$ cat config.mk
export PLATFORM = sky130hd
export DESIGN_NAME = acsr_device_flat
export DESIGN_NICKNAME = d
export VERILOG_FILES = /design/src/pkg/acsr_pkg.sv /design/src/pkg/acsr_if.sv /design/src/design/acsr_device.sv /design/src/flat_wrapper.sv
export SDC_FILE = /design/constraint.sdc
export NUM_CORES = 1
export LEC_CHECK = 0
export ABC_AREA = 1
export BUFFER_PORTS_ARGS = -buffer_cell sky130_fd_sc_hd__buf_2
export CAP_MARGIN = 10
export CORE_UTILIZATION = 58
export CTS_CLUSTER_SIZE = 25
export DETAILED_ROUTE_END_ITERATION = 6
export PLACE_DENSITY = 0.81
export SYNTH_ARGS = -nofsm -noshare
export SYNTH_HDL_FRONTEND = slang
export SYNTH_SLANG_ARGS = --single-unit
$ cat constraint.sdc
create_clock -name CLK -period 2.1 [get_ports CLK]
set_input_delay 0.105 -clock CLK [delete_from_list [all_inputs] [get_ports CLK]]
set_output_delay 0.105 -clock CLK [all_outputs]
set_load 0.01 [all_outputs]
$ cat src/pkg/acsr_pkg.sv
// Shared constants and types for the converter control and serial readout
package acsr_pkg;
   // ---------------------------------------------------------------
   // Clock and timing
   // ---------------------------------------------------------------
   localparam int unsigned CLK_PERIOD_NS = 20;
   localparam int unsigned CONV_TIME_NS = 3800;
   localparam int unsigned WAKE_TIME_NS = 6000;
   localparam int unsigned SETTLE_TIME_NS = 300;
   localparam int unsigned SCLK_MAX_HZ = 15000000;
   // Pin to registered action: two sync stages, edge stage, output stage
   localparam int unsigned EDGE_LAT_CYC = 4;
   // Longest times round down, least times round up
   localparam int unsigned CONV_CYC =
      CONV_TIME_NS / CLK_PERIOD_NS - EDGE_LAT_CYC;
   localparam int unsigned WAKE_CYC =
      (WAKE_TIME_NS + CLK_PERIOD_NS - 1) / CLK_PERIOD_NS - EDGE_LAT_CYC;
   localparam int unsigned SETTLE_CYC =
      (SETTLE_TIME_NS + CLK_PERIOD_NS - 1) / CLK_PERIOD_NS;
   localparam int unsigned SCLK_HALF_CYC = 8;
   localparam int unsigned CONVERT_PULSE_CYC = 5;
   // ---------------------------------------------------------------
   // Frame layout
   // ---------------------------------------------------------------
   localparam int unsigned RESULT_BITS = 12;
   localparam int unsigned LEAD_ZERO_BITS = 4;
   localparam int unsigned FRAME_BITS = 16;
   localparam int unsigned CNT_W = 9;
   // Idle levels of the link after reset
   localparam logic CONVERT_IDLE = 1'b1;
   localparam logic SCLK_IDLE = 1'b0;
   // ---------------------------------------------------------------
   // State types
   // ---------------------------------------------------------------
   typedef enum logic [1:0] {
      ACSR_DEV_TRACK,
      ACSR_DEV_CONV,
      ACSR_DEV_SLEEP,
      ACSR_DEV_WAKE
   } acsr_dev_state_t;
   typedef enum logic [2:0] {
      ACSR_HST_IDLE,
      ACSR_HST_RISE,
      ACSR_HST_FALL,
      ACSR_HST_WAIT_DONE,
      ACSR_HST_READ,
      ACSR_HST_GAP
   } acsr_hst_state_t;
endpackage

$ cat src/pkg/acsr_if.sv
// Link wires between the converter end and the serial master end
interface acsr_if;
   logic convert_start_n; // Convert request, active low
   logic serial_clock; // Read clock from the master
   logic serial_result_out; // Data driven by the converter
   logic serial_result_oe_n; // Converter drives data when low
   logic conversion_busy; // Conversion in progress
   logic serial_result_line; // Resolved data wire

   // Undriven line reads low, as through a weak pull-down
   assign serial_result_line = ~serial_result_oe_n & serial_result_out;

   modport dev (
      input convert_start_n,
      input serial_clock,
      output serial_result_out,
      output serial_result_oe_n,
      output conversion_busy
   );
   modport host (
      output convert_start_n,
      output serial_clock,
      input serial_result_line,
      input conversion_busy
   );
endinterface

$ cat src/design/acsr_device.sv
// Converter end: conversion timing, sleep mode and serial result shifter
module acsr_device #(
   parameter bit BIPOLAR = 1'b0, // Two's complement coding when set
   parameter int unsigned CONV_CYC = acsr_pkg::CONV_CYC, // Busy length
   parameter int unsigned WAKE_CYC = acsr_pkg::WAKE_CYC // Wake-up length
) (
   input wire logic CLK, // System clock, 50 MHz
   input wire logic SYS_RST, // Synchronous reset, active high
   acsr_if.dev LINK, // Link to the serial master
   input wire logic [11:0] SAMPLE_IN, // Quantised input level, 0..4095
   output logic TRACKING, // Track/hold is tracking
   output logic ASLEEP, // Powered down in auto-sleep mode
   output logic MODE_SLEEP // Auto-sleep mode chosen last time
);
   // ---------------------------------------------------------------
   // Input synchronisers
   // ---------------------------------------------------------------
   logic cs_s1_ff, cs_s2_ff, cs_s3_ff;
   logic ck_s1_ff, ck_s2_ff, ck_s3_ff;
   logic cs_fall, cs_rise, ck_fall, ck_rise;

   // Both link inputs come from another domain; third stage is history
   always_ff @(posedge CLK) begin
      if (SYS_RST) begin
         cs_s1_ff <= acsr_pkg::CONVERT_IDLE;
         cs_s2_ff <= acsr_pkg::CONVERT_IDLE;
         cs_s3_ff <= acsr_pkg::CONVERT_IDLE;
         ck_s1_ff <= acsr_pkg::SCLK_IDLE;
         ck_s2_ff <= acsr_pkg::SCLK_IDLE;
         ck_s3_ff <= acsr_pkg::SCLK_IDLE;
      end else begin
         cs_s1_ff <= LINK.convert_start_n;
         cs_s2_ff <= cs_s1_ff;
         cs_s3_ff <= cs_s2_ff;
         ck_s1_ff <= LINK.serial_clock;
         ck_s2_ff <= ck_s1_ff;
         ck_s3_ff <= ck_s2_ff;
      end
   end

   // Edge detection only on the settled stages
   assign cs_fall = cs_s3_ff & ~cs_s2_ff;
   assign cs_rise = ~cs_s3_ff & cs_s2_ff;
   assign ck_fall = ck_s3_ff & ~ck_s2_ff;
   assign ck_rise = ~ck_s3_ff & ck_s2_ff;

   // ---------------------------------------------------------------
   // Conversion control
   // ---------------------------------------------------------------
   acsr_pkg::acsr_dev_state_t state_ff, nxt_state;
   logic [acsr_pkg::CNT_W-1:0] cnt_ff, nxt_cnt;
   logic busy_ff, nxt_busy;
   logic mode_ff, nxt_mode;
   logic [11:0] held_ff, nxt_held;
   logic [11:0] result_ff, nxt_result;
   logic [11:0] coded;

   // Coding of the held sample; bipolar flips the sign of mid-scale
   assign coded = BIPOLAR ? {~held_ff[11], held_ff[10:0]}
                          : held_ff;

   // Conversion is timed by the local clock, never by the serial clock
   always_comb begin
      nxt_state = state_ff;
      nxt_cnt = cnt_ff;
      nxt_busy = busy_ff;
      nxt_mode = mode_ff;
      nxt_held = held_ff;
      nxt_result = result_ff;
      case (state_ff)
         acsr_pkg::ACSR_DEV_TRACK: begin
            if (cs_fall) begin
               nxt_state = acsr_pkg::ACSR_DEV_CONV;
               nxt_busy = 1'b1;
               nxt_held = SAMPLE_IN;
               nxt_cnt = '0;
            end
         end
         acsr_pkg::ACSR_DEV_CONV: begin
            if (cnt_ff == acsr_pkg::CNT_W'(CONV_CYC - 1)) begin
               nxt_busy = 1'b0;
               nxt_result = coded;
               nxt_cnt = '0;
               // Convert still low here means the sleeping mode
               nxt_mode = ~cs_s2_ff;
               nxt_state = cs_s2_ff ? acsr_pkg::ACSR_DEV_TRACK
                                    : acsr_pkg::ACSR_DEV_SLEEP;
            end else begin
               nxt_cnt = cnt_ff + 1'b1;
            end
         end
         acsr_pkg::ACSR_DEV_SLEEP: begin
            if (cs_rise) begin
               nxt_state = acsr_pkg::ACSR_DEV_WAKE;
               nxt_cnt = '0;
            end
         end
         acsr_pkg::ACSR_DEV_WAKE: begin
            // A fall during wake-up is honoured only once awake
            if (cnt_ff == acsr_pkg::CNT_W'(WAKE_CYC - 1)) begin
               nxt_cnt = '0;
               if (!cs_s2_ff) begin
                  nxt_state = acsr_pkg::ACSR_DEV_CONV;
                  nxt_busy = 1'b1;
                  nxt_held = SAMPLE_IN;
               end else begin
                  // Still high: the coming fall starts the hold
                  nxt_state = acsr_pkg::ACSR_DEV_TRACK;
               end
            end else begin
               nxt_cnt = cnt_ff + 1'b1;
            end
         end
         default: nxt_state = acsr_pkg::ACSR_DEV_TRACK;
      endcase
   end

   // Registers of the conversion control
   always_ff @(posedge CLK) begin
      if (SYS_RST) begin
         state_ff <= acsr_pkg::ACSR_DEV_TRACK;
         cnt_ff <= '0;
         busy_ff <= 1'b0;
         mode_ff <= 1'b0;
         held_ff <= '0;
         result_ff <= '0;
      end else begin
         state_ff <= nxt_state;
         cnt_ff <= nxt_cnt;
         busy_ff <= nxt_busy;
         mode_ff <= nxt_mode;
         held_ff <= nxt_held;
         result_ff <= nxt_result;
      end
   end

   // ---------------------------------------------------------------
   // Serial result shifter
   // ---------------------------------------------------------------
   logic [3:0] bit_ff, nxt_bit;
   logic drv_ff, nxt_drv;
   logic sdo_ff, nxt_sdo;
   logic [acsr_pkg::FRAME_BITS-1:0] frame;
   logic [3:0] bit_inc;

   assign frame = {acsr_pkg::LEAD_ZERO_BITS'(0), result_ff};
   assign bit_inc = bit_ff + 4'h1;

   // Runs in every state, so a sleeping converter still answers
   always_comb begin
      nxt_bit = bit_ff;
      nxt_drv = drv_ff;
      nxt_sdo = sdo_ff;
      if (cs_fall) begin
         // Known start each conversion; a read across this is lost
         nxt_bit = 4'h0;
         nxt_drv = 1'b0;
         nxt_sdo = 1'b0;
      end else if (ck_rise && !drv_ff) begin
         // First leading zero leaves on the first rising edge
         nxt_drv = 1'b1;
         nxt_sdo = frame[4'(acsr_pkg::FRAME_BITS - 1) - bit_ff];
      end else if (ck_fall && drv_ff) begin
         if (bit_ff == 4'(acsr_pkg::FRAME_BITS - 1)) begin
            nxt_bit = 4'h0;
            nxt_drv = 1'b0;
            nxt_sdo = 1'b0;
         end else begin
            nxt_bit = bit_inc;
            nxt_sdo = frame[4'(acsr_pkg::FRAME_BITS - 1) - bit_inc];
         end
      end
   end

   // Registers of the shifter
   always_ff @(posedge CLK) begin
      if (SYS_RST) begin
         bit_ff <= 4'h0;
         drv_ff <= 1'b0;
         sdo_ff <= 1'b0;
      end else begin
         bit_ff <= nxt_bit;
         drv_ff <= nxt_drv;
         sdo_ff <= nxt_sdo;
      end
   end

   // ---------------------------------------------------------------
   // Outputs
   // ---------------------------------------------------------------
   assign LINK.serial_result_out = sdo_ff;
   assign LINK.serial_result_oe_n = ~drv_ff;
   assign LINK.conversion_busy = busy_ff;
   // Hold lasts exactly as long as busy
   assign TRACKING = ~busy_ff;
   assign ASLEEP = (state_ff == acsr_pkg::ACSR_DEV_SLEEP);
   assign MODE_SLEEP = mode_ff;
endmodule

$ cat src/flat_wrapper.sv
// flat-port wrapper written by rule: the top's interface ports become plain ports
module acsr_device_flat 
#(
   parameter bit BIPOLAR = 1'b0,                                    
   parameter int unsigned CONV_CYC = acsr_pkg::CONV_CYC,               
   parameter int unsigned WAKE_CYC = acsr_pkg::WAKE_CYC                  
)
  (CLK, SYS_RST, SAMPLE_IN, TRACKING, ASLEEP, MODE_SLEEP, LINK_convert_start_n, LINK_serial_clock, LINK_serial_result_out, LINK_serial_result_oe_n, LINK_conversion_busy);
  acsr_if LINK_i ();
  input wire logic CLK;
  input wire logic SYS_RST;
  input wire logic [11:0] SAMPLE_IN;
  output logic TRACKING;
  output logic ASLEEP;
  output logic MODE_SLEEP;
  input wire logic [$bits(LINK_i.convert_start_n)-1:0] LINK_convert_start_n;
  input wire logic [$bits(LINK_i.serial_clock)-1:0] LINK_serial_clock;
  output wire logic [$bits(LINK_i.serial_result_out)-1:0] LINK_serial_result_out;
  output wire logic [$bits(LINK_i.serial_result_oe_n)-1:0] LINK_serial_result_oe_n;
  output wire logic [$bits(LINK_i.conversion_busy)-1:0] LINK_conversion_busy;
  assign LINK_i.convert_start_n = LINK_convert_start_n;
  assign LINK_i.serial_clock = LINK_serial_clock;
  assign LINK_serial_result_out = LINK_i.serial_result_out;
  assign LINK_serial_result_oe_n = LINK_i.serial_result_oe_n;
  assign LINK_conversion_busy = LINK_i.conversion_busy;
  acsr_device #(.BIPOLAR(BIPOLAR), .CONV_CYC(CONV_CYC), .WAKE_CYC(WAKE_CYC)) u_core (.CLK(CLK), .SYS_RST(SYS_RST), .LINK(LINK_i), .SAMPLE_IN(SAMPLE_IN), .TRACKING(TRACKING), .ASLEEP(ASLEEP), .MODE_SLEEP(MODE_SLEEP));
endmodule
==> impl_metrics.tcl <==
set metrics [dict create \
    status "finished, final reports clean" \
    synth_top_area_share_pct 42.1 \
    drv_slew 0 \
    synth_area_leaders "dfxtp_1 42%, nand2_1 9.7%, nor2_1 8.9%" \
    static-leakage-power_nw 1.10 \
    cts_resized 0 \
    critPathMaxStageDelay_ns 0.40 \
    antenna_cells 0 \
    worstPathArrival_ns 1.95 \
    final_util_pct 68.0 \
    grt_pass1_vias 1907 \
    syn_area_sq_um 2330 \
    antenna_left 0 \
    drtPass1Iterations 4 \
    ys_warn_count 0 \
    ir_worst_vdd_mv 0.475 \
    insertion_delay_ns 0.30 \
    grt_pass1_wl_mm 8.26 \
    crit_buf_inv 0 \
    synth_area_leader_cell "dfxtp_1" \
    crit_slowest_cell "dfxtp_1" \
    slew_headroom_pct 72.6 \
    whs_ns 0.000815 \
    cts.sinks 49 \
    pwr_density_cell_nw_per_um2 670 \
    dieArea_sq_um 4270 \
    hold_violations 0 \
    grt_max_degree 27 \
    seq_area_frac_synth_pct 42.1 \
    antenna_found_initial 0 \
    track_usage_pct 25.0 \
    nets 374 \
    dpl-instance-area_sq_um 2450 \
    routedWlPerCell_microns 11.7 \
    path_delay_family "simple AND/OR/NAND/NOR gates" \
    postCtsSetupBuffers 0 \
    hpwl_mm 3.49 \
    core-area_sq_um 3740 \
    synthesis.instances 334 \
    drt_iter0_drc 154 \
    cp-start-kind "register" \
    maxCapViolations 0 \
    clk_pin_slew_ns 0.09 \
    syn_to_final_growth_pct 9.35 \
    route.detailed.drc 0 \
    synth_cell_types 32 \
    fmax_ghz 0.567 \
    synth_area_per_cell_sq_um 6.97 \
    io_buffers 21 \
    num_vias 2095 \
    h-tree-depth 2 \
    fin_tns_setup_ns 0 \
    crit_chain "ha_1 -> nand2_1 -> nor3_1 -> nand3_2 -> o21ai_0 -> a21oi_1" \
    die_y_microns 65.4 \
    clock_skew_ns 0.00742 \
    cts_tree "yes" \
    start_util_pct 62.2 \
    rsz0062_at_grt "no" \
    critical_path_required_ns 2.29 \
    wl_mm 4.74 \
    timing.final.crit_share_pct 84.0 \
    pin_count 22 \
    hold_path_class "input port to register" \
    cp_max_fo 26 \
    fin_crit_ns 1.76 \
    cts_buffers 5 \
    num_rows 22 \
    clk_root_buffer_cell "clkbuf_8" \
    worst_slew_pin_slew_ns 0.410 \
    die_w_microns 65.4 \
    crit_path_end_kind "register" \
    setup_viol 0 \
    avgViaCountPerCell 5.19 \
    drive_above_1_share_pct 14.0 \
    synth_seq_cells 49 \
    globalRoute.totalOverflow 0 \
    critPathKind "register to register" \
    gp_congestion 0.839 \
    syn_nets 353 \
    cts_max_path_buffers 2 \
    fin_area_sq_um 2550 \
]
==> power by group <==
| group | internal (mW) | switching [mW] | total (mW) | leakage [nW] |
|---|---|---|---|---|
| registers | 0.958 | 0.0244 | 0.982 | 0.398 |
| clock network | 0.237 | 0.321 | 0.558 | 0.0445 |
| logic | 0.0601 | 0.106 | 0.167 | 0.659 |
| total | 1.25 | 0.452 | 1.71 | 1.10 |
==> flip-flops by register name, indices dropped and copies added (netlist names), named ones only <==
signal	cells
u_core.coded	12
u_core.result_ff	12
u_core.cnt_ff	9
u_core.bit_ff	4
u_core.LINK.conversion_busy	1
u_core.LINK.serial_result_out	1
u_core.MODE_SLEEP	1
u_core.ck_s1_ff	1
u_core.ck_s2_ff	1
u_core.ck_s3_ff	1
u_core.cs_s1_ff	1
u_core.cs_s2_ff	1
u_core.cs_s3_ff	1
u_core.drv_ff	1
u_core.state_ff	1
==> area by class of cell <==
cell class | count | area, sq um
Clock buffer | 5 | 68.8
Clock inverter | 3 | 21.3
Fill cell | 330 | 1200
Inverter | 45 | 169
Multi-Input combinational cell | 230 | 1120
Sequential cell | 49 | 981
Tap cell | 48 | 60.1
Timing Repair Buffer | 24 | 130
==> per-stage QoR <==
step	instances	power, mW	worst slack (ns)
CTS	404	1.72	0.343
floorplan	334	1.12	0.710
global placement	395	1.17	0.382
finish	404	1.71	0.335
detailed placement	395	1.17	0.353
global route	404	1.78	0.159
==> layout by cell type, fill, tap and decap left out, types with 5 or more instances in the layout <==
master	count
dfxtp_1	49
o21ai_0	30
nand4_1	5
inv_1	40
nand2_1	60
a21oi_1	25
nand3_1	21
buf_2	21
clkbuf_8	5
nor2_1	55
==> Yosys cell counts, drive strengths merged <==
cell and count:
o211ai 4, or2 2, a21oi 26, clkbuf 4, buf 6, o21ai 35, nand4 5, nand2 64
a211oi 2, a31o 1, a21boi 1, nor2 57, ha 3, nor3 3, a31oi 1, inv 44
xor2 3, dfxtp 49, nand3 23, clkinv 1
==> metal layers <==
layer / vias up / GRT usage (%) / routed length, microns
met1: 933 / 33.1 / 2280
met4: 0 / 8.97 / 70
met5: - / 0 / 0
met3: 6 / 3.65 / 176
met2: 39 / 41.2 / 2210
li1: 1117 / - / -
==> worst min-delay path, stage by stage <==
cell and delay, ns:
buf_2 0.09, inv_1 0.04, nor2_1 0.03
==> path summary, 6_finish.rpt <==
| path | endpoint | from | cells after the start | slack, ns |
|---|---|---|---|---|
| worst max register to register | u_core.result_ff[8] | u_core.cnt_ff[0] | 6 | 0.34 |
| worst min-delay path | u_core.ck_s1_ff | LINK_serial_clock | 3 | 0.0008 |
| worst min register to register | u_core.ck_s2_ff | u_core.ck_s1_ff | 2 | 0.41 |
| worst max-delay path | u_core.result_ff[8] | u_core.cnt_ff[0] | 6 | 0.34 |
==> cell families after synthesis <==
family | synth area share (%)
XOR/XNOR | 1.13
buffers and inverters | 9.94
AND/OR/NAND/NOR | 28.7
AO/OA/AOI/OAI | 16.5
adder cells (fa/ha/maj) | 1.61
flip-flops | 42.1
==> repair_timing <==
action                                 in CTS  in global routing
hold buffers                                1                  0
endpoints found under the hold margin       1                  0
setup endpoints to repair                   0                  0
Power figures use the tool's default switching activity.
